## src/logic/gpio_port_regs.svh

```systemverilog
`ifndef GPIO_PORT_REGS_SVH
`define GPIO_PORT_REGS_SVH
`define CFG_UPPER_OFFSET  8'h04
`define IN_LEVEL_OFFSET   8'h08
`define OUT_LEVEL_OFFSET  8'h0C
`define CFG_UPPER_RESET   32'h44444444
`define OUT_LEVEL_RESET   16'h0000
`define FIELD_MODE_LSB    0
`define FIELD_CFG_LSB     2
`define NIBBLE_W          4
`define UPPER_FIRST_PIN   8
`endif

```

## src/logic/gpio_port_pkg.sv

```systemverilog
package gpio_port_pkg;
  typedef enum logic [1:0] {
    MODE_INPUT   = 2'h0,
    MODE_OUT_10M = 2'h1,
    MODE_OUT_2M  = 2'h2,
    MODE_OUT_50M = 2'h3
  } mode_e;
  typedef enum logic [1:0] {
    CFG_OUT_PP_GP = 2'h0,
    CFG_OUT_OD_GP = 2'h1,
    CFG_OUT_PP_AF = 2'h2,
    CFG_OUT_OD_AF = 2'h3
  } out_cfg_e;
  typedef enum logic [1:0] {
    CFG_IN_ANALOG   = 2'h0,
    CFG_IN_FLOATING = 2'h1,
    CFG_IN_PULL     = 2'h2,
    CFG_IN_RESERVED = 2'h3
  } in_cfg_e;
endpackage

```

## src/logic/gpio_port_pin_config_io.sv

```systemverilog
`timescale 1ns/1ps
`include "gpio_port_regs.svh"
module gpio_port_pin_config_io #(
  parameter int NPINS = 16
) (
  // clock and reset
  input  wire logic             ref_clk_i,
  input  wire logic             rst_i,
  // wishbone slave
  input  wire logic             wb_cyc_i,
  input  wire logic             wb_stb_i,
  input  wire logic             wb_we_i,
  input  wire logic [7:0]       wb_adr_i,
  input  wire logic [3:0]       wb_sel_i,
  input  wire logic [31:0]      wb_dat_i,
  output logic      [31:0]      wb_dat_o,
  output logic                  wb_ack_o,
  output logic                  wb_err_o,
  // pads
  input  wire logic [NPINS-1:0] pad_in_i,
  output logic      [NPINS-1:0] pad_out_o,
  output logic      [NPINS-1:0] pad_oe_o,
  // pin configuration for pins 8..15
  output logic      [31:0]      pin_config_upper_o
);
  // number of pins covered by the upper config register
  localparam int    NUP = NPINS - `UPPER_FIRST_PIN;

  logic [31:0]      cfg_upper_r;
  logic [15:0]      out_level_r;
  logic [NPINS-1:0] in_sync;
  logic             req;
  logic             hit_cfg;
  logic             hit_in;
  logic             hit_out;
  logic [NUP-1:0]   gp_out;
  logic [NUP-1:0]   drive_en;
  logic [NUP-1:0]   drive_lvl;

  pin_sync #(.W(NPINS)) u_sync (
    .ref_clk_i (ref_clk_i),
    .rst_i     (rst_i),
    .async_i   (pad_in_i),
    .sync_o    (in_sync)
  );

  assign req     = wb_cyc_i && wb_stb_i && !wb_ack_o && !wb_err_o;
  assign hit_cfg = wb_adr_i == `CFG_UPPER_OFFSET;
  assign hit_in  = wb_adr_i == `IN_LEVEL_OFFSET;
  assign hit_out = wb_adr_i == `OUT_LEVEL_OFFSET;

  // upper config register, byte lanes honoured
  always_ff @(posedge ref_clk_i or posedge rst_i) begin
    if (rst_i) begin
      cfg_upper_r <= `CFG_UPPER_RESET;
    end else if (req && wb_we_i && hit_cfg) begin
      for (int b = 0; b < 4; b++) begin
        if (wb_sel_i[b]) begin
          cfg_upper_r[b*8 +: 8] <= wb_dat_i[b*8 +: 8];
        end
      end
    end
  end

  // output level register, word writes only
  always_ff @(posedge ref_clk_i or posedge rst_i) begin
    if (rst_i) begin
      out_level_r <= `OUT_LEVEL_RESET;
    end else if (req && wb_we_i && hit_out && wb_sel_i == 4'hF) begin
      out_level_r <= wb_dat_i[15:0];
    end
  end

  // bus answer: one cycle after request, unmapped gives err
  always_ff @(posedge ref_clk_i or posedge rst_i) begin
    if (rst_i) begin
      wb_ack_o <= 1'b0;
      wb_err_o <= 1'b0;
      wb_dat_o <= 32'h00000000;
    end else begin
      wb_ack_o <= req && (hit_cfg || hit_in || hit_out);
      wb_err_o <= req && !(hit_cfg || hit_in || hit_out);
      wb_dat_o <= 32'h00000000;
      if (req && !wb_we_i) begin
        if (hit_cfg) begin
          wb_dat_o <= cfg_upper_r;
        end else if (hit_in) begin
          wb_dat_o <= {16'h0000, in_sync[15:0]};
        end else if (hit_out) begin
          wb_dat_o <= {16'h0000, out_level_r};
        end
      end
    end
  end

  // pad drive decision per upper pin
  genvar g;
  generate
    for (g = 0; g < NUP; g++) begin : g_upper
      logic [1:0] mode_f;
      logic [1:0] cfg_f;
      assign mode_f       = cfg_upper_r[g*`NIBBLE_W + `FIELD_MODE_LSB +: 2];
      assign cfg_f        = cfg_upper_r[g*`NIBBLE_W + `FIELD_CFG_LSB +: 2];
      // alternate configs leave the pad to a source outside this block
      assign gp_out[g]    = (mode_f != gpio_port_pkg::MODE_INPUT) && !cfg_f[1];
      // open drain drives only a low level
      assign drive_en[g]  = gp_out[g] && (!cfg_f[0] || !out_level_r[`UPPER_FIRST_PIN + g]);
      assign drive_lvl[g] = gp_out[g] && out_level_r[`UPPER_FIRST_PIN + g];
    end
  endgenerate

  always_ff @(posedge ref_clk_i or posedge rst_i) begin
    if (rst_i) begin
      pad_out_o          <= '0;
      pad_oe_o           <= '0;
      pin_config_upper_o <= `CFG_UPPER_RESET;
    end else begin
      pin_config_upper_o <= cfg_upper_r;
      // lower pins belong to the lower config register, kept idle here
      pad_oe_o           <= {drive_en, {`UPPER_FIRST_PIN{1'b0}}};
      pad_out_o          <= {drive_lvl, {`UPPER_FIRST_PIN{1'b0}}};
    end
  end
endmodule

```

## src/logic/pin_sync.sv

```systemverilog
`timescale 1ns/1ps
module pin_sync #(
  parameter int W = 16
) (
  input  wire logic         ref_clk_i,
  input  wire logic         rst_i,
  input  wire logic [W-1:0] async_i,
  output logic      [W-1:0] sync_o
);
  logic [W-1:0] meta_r;
  always_ff @(posedge ref_clk_i or posedge rst_i) begin
    if (rst_i) begin
      meta_r <= '0;
      sync_o <= '0;
    end else begin
      meta_r <= async_i;
      sync_o <= meta_r;
    end
  end
endmodule

```

## config.mk

```make
export PLATFORM = sky130hd
export DESIGN_NAME = gpio_port_pin_config_io
export DESIGN_NICKNAME = d
export VERILOG_FILES = /design/src/logic/gpio_port_pkg.sv /design/src/logic/gpio_port_pin_config_io.sv /design/src/logic/pin_sync.sv
export VERILOG_INCLUDE_DIRS = /design/src /design/src/logic
export SDC_FILE = /design/constraint.sdc
export NUM_CORES = 1
export LEC_CHECK = 0
export BUFFER_PORTS_ARGS = -buffer_cell sky130_fd_sc_hd__buf_2
export CAP_MARGIN = 20
export CORE_MARGIN = 1
export CORE_UTILIZATION = 51
export DETAILED_ROUTE_END_ITERATION = 8
export PLACE_DENSITY = 0.79
export SETUP_SLACK_MARGIN = 0.15
export SYNTH_ARGS = -nofsm -noshare
export SYNTH_HDL_FRONTEND = slang
export SYNTH_SLANG_ARGS = --single-unit
```

## constraint.sdc

```tcl
create_clock -name ref_clk_i -period 7.1 [get_ports ref_clk_i]
set_input_delay 2.13 -clock ref_clk_i [delete_from_list [all_inputs] [get_ports ref_clk_i]]
set_output_delay 2.13 -clock ref_clk_i [all_outputs]
set_load 0.02 [all_outputs]
```

Yosys cells after proc, flatten, opt, wreduce, memory -nomap -nowiden

Index checks and enable logic that the tools add are counted.
W data, S select, Z words.

Reduce and logical (&&, ||, !) cells: 84
Eq/ne operators: 4
Muxes and demuxes: 4

Operator list:

| kind                 | count |
|---|---|
| $mux W32             | 2 |
| $logic_and A1 B1 Y1  | 34 |
| $mux W16             | 2 |
| $logic_not A1 Y1     | 28 |
| $eq A8 B4 Y1 const B | 2 |
| $reduce_bool A2 Y1   | 8 |
| $logic_or A1 B1 Y1   | 10 |
| $eq A8 B3 Y1 const B | 1 |
| $reduce_and A2 Y1    | 4 |
| $eq A4 B4 Y1 const B | 1 |

Input bits: 65
Flip-flop bits (word level): 162
Logic and storage cells: 105
Output and inout bits: 98

Depth between registers and ports, before layout

Gate-level depths: netlist (run 1).

Depth in word-level cells: 6
Mapped depth: 6
Depth with buffers taken out: 4

Cells and area by module

A second synthesis (run 1) with hierarchy kept.

Cells, all modules: 373
Area, all modules: 5,609.1 um^2

By module, submodules not included:

| module                  | cells an instance | area an instance (um^2) | instances |
|---|---|---|---|
| gpio_port_pin_config_io | 340               | 4,804.6                 | 1 |
| pin_sync                | 33                | 804.5                   | 1 |

Least setup slack after synthesis (run 1)

OpenSTA, ideal clock, no wires.

Path type: input to register
From: input wb_adr_i[7]
To: register out_level_r[0]
Path slack: 3.015 ns
Required time: 6.975 ns
Arrival time: 3.960 ns
Cell stages on the path: 6
Setup time: 0.125 ns
Cells stage by stage: or4_4 -> or3b_4 -> or3_1 -> buf_6 -> buf_6 -> mux2_2

Word-level cells in the longest chain between the ends: 3

RTL lines:

| what                             | RTL line                      | text |
|---|---|---|
| from (decl)                      | gpio_port_pin_config_io.sv:13 | `input wire logic [7:0] wb_adr_i,` |
| $eq A8 B4 Y1 (no source line)    | n/a                           |  |
| $logic_and A1 B1 Y1 (2 in a row) | gpio_port_pin_config_io.sv:69 | `end else if (req && wb_we_i && hit_out && wb_sel_i == 4'hF) begin` |
| to (signal assigned)             | gpio_port_pin_config_io.sv:68 | `` out_level_r <= `OUT_LEVEL_RESET; `` |
| to (signal assigned)             | gpio_port_pin_config_io.sv:70 | `out_level_r <= wb_dat_i[15:0];` |
| to (decl)                        | gpio_port_pin_config_io.sv:30 | `logic [15:0] out_level_r;` |

No other way between the ends.
A chain may end at the register's enable or synchronous reset.

Worst setup path after layout (run 1)

From: input wb_adr_i[7]
To: register out_level_r[9]

The elaborated chain is that of the path after synthesis.

==> impl_metrics.ini, run 1 <==
[timing]
setup_viol = 0
hold_viol_final = 0
max_slew_margin_pct = 32.2
period_needed_ns = 3.95
tightest_slew_ns = 1.01
finClkSkew_ns = 0.00874
hold_ws_ns = 0.349
rsz0062_at_grt = false
slew_viol_final = 0
fmax_mhz = 253
min_period_over_period_pct = 55.6
tns_ns = 0

[clock_tree]
clock_latency_ns = 0.53
htree_num_levels = 4
clockBufferDepth = 2
cts_root_buf = clkbuf_8
cts_setup_buffers = 0
ctsHoldBuffers = 0
post_cts_resized = 0
cts_tree = yes
clock_sinks = 162
numCtsBuffers = 17
clkTransAtPathRegs_ns = 0.06

[logic_synthesis]
synthTopCellsByCount = dfrtp_1 (146), mux2_2 (64), nor2_1 (26)
synthCells = 355
avgSynthCellArea_um2 = 15.7
yosys_warnings = 0
synth.most_common_cell = dfrtp_1
async_flop_share_pct = 100
synth_largest_area_cell = dfrtp_1
synth.cell_area_um2 = 5560
synth.ff_latch_count = 162
synth_cell_types = 25
synth_edf_count = 0
synth_flop_cell = dfrtp_1
yosysTopAreaCellShare_pct = 65.7
seq_area_frac_synth_pct = 73.3
synth_area_leaders = dfrtp_1 (66%), mux2_2 (13%), dfstp_2 (7.6%), a22oi_1 (2.2%), buf_4 (2.2%)

[final_layout]
layout-drive-gt1-share_pct = 51.3
diodes = 0
syn2layout_area_growth_pct = 24.8
ff_latch_area_um2 = 4070
nFillCells = 739
nets = 574
multi_input_area_um2 = 1330

[critical_path]
crit_start = wb_adr_i[7]
r2r_start = wb_ack_o
ff2ff_setup_slack_ns = 4.49
crit_type = in -> reg
crit_path_end_kind = flip-flop
worstPathArrival_ns = 4.35
reg2reg_to = out_level_r[9]
crit_end = out_level_r[9]
worstRegToRegCells = 4
crit_required_ns = 7.51
critPathLaunchType = input pin
critPathMaxFanout = 16

[global_routing]
gr-total-overflow = 0
grt_pass1_wl_um = 17400
grtUsageTotal_pct = 20.9
grt_max_degree = 124
grt_pass1_vias = 3360
antenna_found_initial = 0

[power]
powerDensity_nw_per_um2 = 265
ir_worst_vdd_uv = 139
p_leak_uw = 0.00369

[detailed_routing]
vias_per_cell = 5.05
drc = 0
ant_nets = 0
drt_iter0_markers = 109
wl_per_cell_um = 16.6
drtPass1Iterations = 5
wirelength_um = 10900
vias = 3324

[worst_hold_path]
hp-class = reg -> reg

[die]
dieArea_um2 = 11300
die_h_um = 106
core_area_um2 = 10500
num_io_pins = 163
initial_utilization_pct = 53.1
die_w_um = 106
rows = 37

[job]
max-cap-violations = 0

[placed_design]
place.gp.congestion = 0.759
io_buffers = 146
hpwl_um = 7330

[outcome]
outcome = finished clean
[report_power, final]
part           switching, µW  internal [µW]  total [µW]
Sequential              4.56            937         941
Combinational           45.6           23.4        69.0
Clock                    377            448         826
[kinds of logic after synthesis]
group / after synthesis / share of synthesized area [%]
flip-flops: 162 / 73.3
multiplexers: 64 / 13.0
AND/OR/NAND/NOR: 57 / 5.67
buffers and inverters: 38 / 3.92
AO/OA/AOI/OAI: 33 / 4.12
other: 1 / 0.0674
[worst max-delay path: stages]
cell,delay (ns)
buf_2,0.10
or4_4,0.55
or3b_4,0.42
or3_1,0.73
mux2_2,0.41
[state kept, by name (all words and copies together) (netlist names)]
signal              count
out_level_r            16
pad_out_o               8
pad_oe_o                8
u_sync.sync_o          16
wb_err_o                1
wb_ack_o                1
cfg_upper_r            32
wb_dat_o               32
pin_config_upper_o     32
u_sync.meta_r          16
[per-stage QoR]
stage | util [%] | cells | total power (µW) | setup WS (ns) | cell area (µm²)
floorplan | - | 370 | 1000 | 0.620 | 5620
global placement | 60.7 | 624 | 1020 | 2.68 | 6350
detailed placement | 60.8 | 625 | 1030 | 2.63 | 6360
CTS | 66.0 | 657 | 1850 | 3.18 | 6910
global route | 66.3 | 658 | 1900 | 3.11 | 6940
finish | 66.3 | 658 | 1840 | 3.15 | 6940
[routing by layer]
layer	track usage (%)	wire length, µm	share of wire, %	vias to the layer above
met5	0	0	0	-
met3	5.70	758	7.0	21
met2	34.6	5560	51	156
met4	9.69	245	2.2	0
met1	25.7	4330	40	1664
li1	-	-	-	1483
[area by class of cell]
cell class | instances | share of cell area, %
clock buffer | 18 | 6.17
clock inverter | 14 | 1.70
timing repair buffer | 149 | 11.2
inverter | 9 | 0.559
sequential | 162 | 58.7
tap | 136 | 2.45
multi-input combinational | 170 | 19.2
[cell usage in the layout, fill, tap and decap left out]
cell type / synthesis / layout
or3b_4: 1 / 1
dfrtp_1: 146 / 146
conb_1: 1 / 16
buf_4: 16 / 1
clkinv_2: 0 / 1
nor2_1: 26 / 26
buf_2: 0 / 146
a21oi_1: 8 / 8
inv_1: 9 / 8
buf_6: 2 / 1
mux2_2: 64 / 64
inv_6: 0 / 7
nor4bb_1: 1 / 1
a22oi_1: 16 / 16
nand3_1: 1 / 1
clkbuf_8: 0 / 2
nor2b_1: 1 / 1
or4_4: 1 / 1
nor4b_2: 1 / 2
clkbuf_16: 0 / 16
and2_1: 16 / 16
clkinvlp_4: 0 / 3
o31a_1: 1 / 1
clkinv_4: 0 / 3
or2_2: 2 / 2
inv_8: 0 / 1
nand4_1: 5 / 5
or3_1: 1 / 1
dfstp_2: 16 / 16
o21bai_1: 8 / 8
buf_16: 0 / 1
[how the worst min path moves through the flow]
stage                     cells after the start                 to         startpoint  slack [ns]
final                                         0  u_sync.sync_o[11]  u_sync.meta_r[11]        0.35
after global routing                          0  u_sync.sync_o[12]  u_sync.meta_r[12]        0.35
after CTS                                     0   u_sync.sync_o[6]   u_sync.meta_r[6]        0.35
after detailed placement                      0   u_sync.sync_o[6]   u_sync.meta_r[6]        0.34
after global placement                        0   u_sync.sync_o[4]   u_sync.meta_r[4]        0.33
after floorplan                               0   u_sync.sync_o[0]   u_sync.meta_r[0]        0.33
(Power assumes the default switching activity.)
==> run 2: changes to the inputs <==
==> constraint.sdc (replaced) <==
create_clock -name ref_clk_i -period 3.7 [get_ports ref_clk_i]
set_input_delay 1.11 -clock ref_clk_i [delete_from_list [all_inputs] [get_ports ref_clk_i]]
set_output_delay 1.11 -clock ref_clk_i [all_outputs]
set_load 0.02 [all_outputs]
==> impl_metrics.ini, run 2 (same netlist as run 1, synthesis figures left out) <==
[job]
max-cap-violations = 0

[timing]
slew_viol_final = 0
period_needed_ns = 2.85
min_period_over_period_pct = 77.1
max_slew_margin_pct = 47.4
rsz0062_at_grt = false
hold_ws_ns = 0.349
finClkSkew_ns = 0.00868
tns_ns = 0
fmax_mhz = 350
hold_viol_final = 0
setup_viol = 0
tightest_slew_ns = 0.788

[critical_path]
critPathLaunchType = input pin
worstPathArrival_ns = 3.26
crit_chain = buf_2 -> or4_4 -> or3b_4 -> or3_1 -> mux2_2
r2r_start = wb_ack_o
crit_required_ns = 4.11
crit_start = wb_adr_i[7]
crit_path_max_incr_delay_ns = 0.69
critPathMaxFanout = 16
crit_type = in -> reg
crit_path_end_kind = flip-flop
crit_path_top_delay_cell = or3_1

[global_routing]
grt_pass1_wl_um = 17000
grt_max_degree = 163
gr-total-overflow = 0
grt_pass1_vias = 3349
grtUsageTotal_pct = 20.4
antenna_found_initial = 0

[clock_tree]
clock_latency_ns = 0.53
cts_setup_buffers = 0
numCtsBuffers = 17
clock_sinks = 162
clkTransAtPathRegs_ns = 0.06
clockBufferDepth = 2
cts_tree = yes
post_cts_resized = 0
cts_root_buf = clkbuf_8
ctsHoldBuffers = 0
htree_num_levels = 4

[final_layout]
layout-drive-gt1-share_pct = 51.5
layout_common_cells = dfrtp_1 (146), buf_2 (146), mux2_2 (64)
syn2layout_area_growth_pct = 25.6
largestRegisters = cfg_upper_r x32, pin_config_upper_o x32, wb_dat_o x32
diodes = 0
nets = 576
nFillCells = 741

[placed_design]
hpwl_um = 6980
place.gp.congestion = 0.772
io_buffers = 146

[detailed_routing]
routed-wl-met2_um = 5240
drtPass1Iterations = 5
vias_per_cell = 4.88
drt_iter0_markers = 162
vias = 3222
drt-met1-wl_um = 4370
drc = 0
wirelength_um = 10500
wl_per_cell_um = 16.0
ant_nets = 0
dr.max_layer_used = met4
wl_met3_um = 684

[die]
core_area_um2 = 10500
initial_utilization_pct = 53.1
dieArea_um2 = 11300
rows = 37
die_w_um = 106
num_io_pins = 163
die_h_um = 106

[power]
power.internal_uw = 2850
pwr-share-clk_pct = 47.0
combinationalPowerShare_pct = 3.5
seq_power_share_pct = 49.4
powerDensity_nw_per_um2 = 523
p_leak_uw = 0.00372
p_sw_uw = 804
ir_worst_vdd_uv = 258
p_sw_share_pct = 22.0
finalPower_uw = 3650

[worst_hold_path]
hp-class = reg -> reg
worstHoldStart = u_sync.meta_r[12]

[outcome]
outcome = finished clean
run 2: changes by cell type in the layout (fill, tap and decap cells not counted), sizes merged:
| cell | delta |
|---|---|
| inv | -3 |
| buf | +2 |
| clkbuf | +1 |
| bufinv | +2 |
| clkinv | +1 |
| clkinvlp | -1 |
run 2: stage by stage:
step | setup WS [ns] | utilization [%] | cells | instance area [µm²]
2_1_floorplan | 0.546 | - | 370 | 5620
3_3_place_gp | 0.303 | 61.1 | 628 | 6390
4_1_cts | 0.832 | 66.7 | 660 | 6980
3_5_place_dp | 0.272 | 61.1 | 628 | 6390
6_report | 0.847 | 66.7 | 660 | 6980
5_1_grt | 0.786 | 66.7 | 660 | 6980
run 2: critical path, delay by kind of cell:
family                 cells  cell delay, ns
buffers and inverters      1            0.09
and+or+nand+nor            3            1.66
muxes                      1            0.39
run 2: worst paths after layout:
path	end	slack [ns]	depth (start not counted)
worst max-delay path	out_level_r[6]	0.85	5
worst min-delay path	u_sync.sync_o[12]	0.35	0
worst min register to register	u_sync.sync_o[12]	0.35	0
max in group asynchronous	u_sync.sync_o[11]	2.31	3
worst max register to register	out_level_r[6]	1.27	4
min in group asynchronous	wb_dat_o[31]	0.85	3
run 2: power groups by stage:
stage	clock [µW]	combinational (µW)	sequential, µW
global placement	0	129	1840
floorplan	0	80.1	1840
detailed placement	0	132	1840
global route	1820	145	1810
finish	1720	129	1810
CTS	1740	132	1810
run 2: layer usage:
metal	up-vias	track usage, %
li1	1485	-
met5	-	0
met3	22	5.82
met2	132	34.0
met4	0	10.1
met1	1583	24.4
run 2: final cells by class:
type | count | area, µm² | area share, %
Clock inverter | 13 | 148 | 2.11
Clock buffer | 19 | 442 | 6.33
Timing Repair Buffer | 151 | 781 | 11.2
Multi-Input combinational cell | 170 | 1330 | 19.1
Sequential cell | 162 | 4070 | 58.3
Inverter | 9 | 37.5 | 0.538
Tap cell | 136 | 170 | 2.44
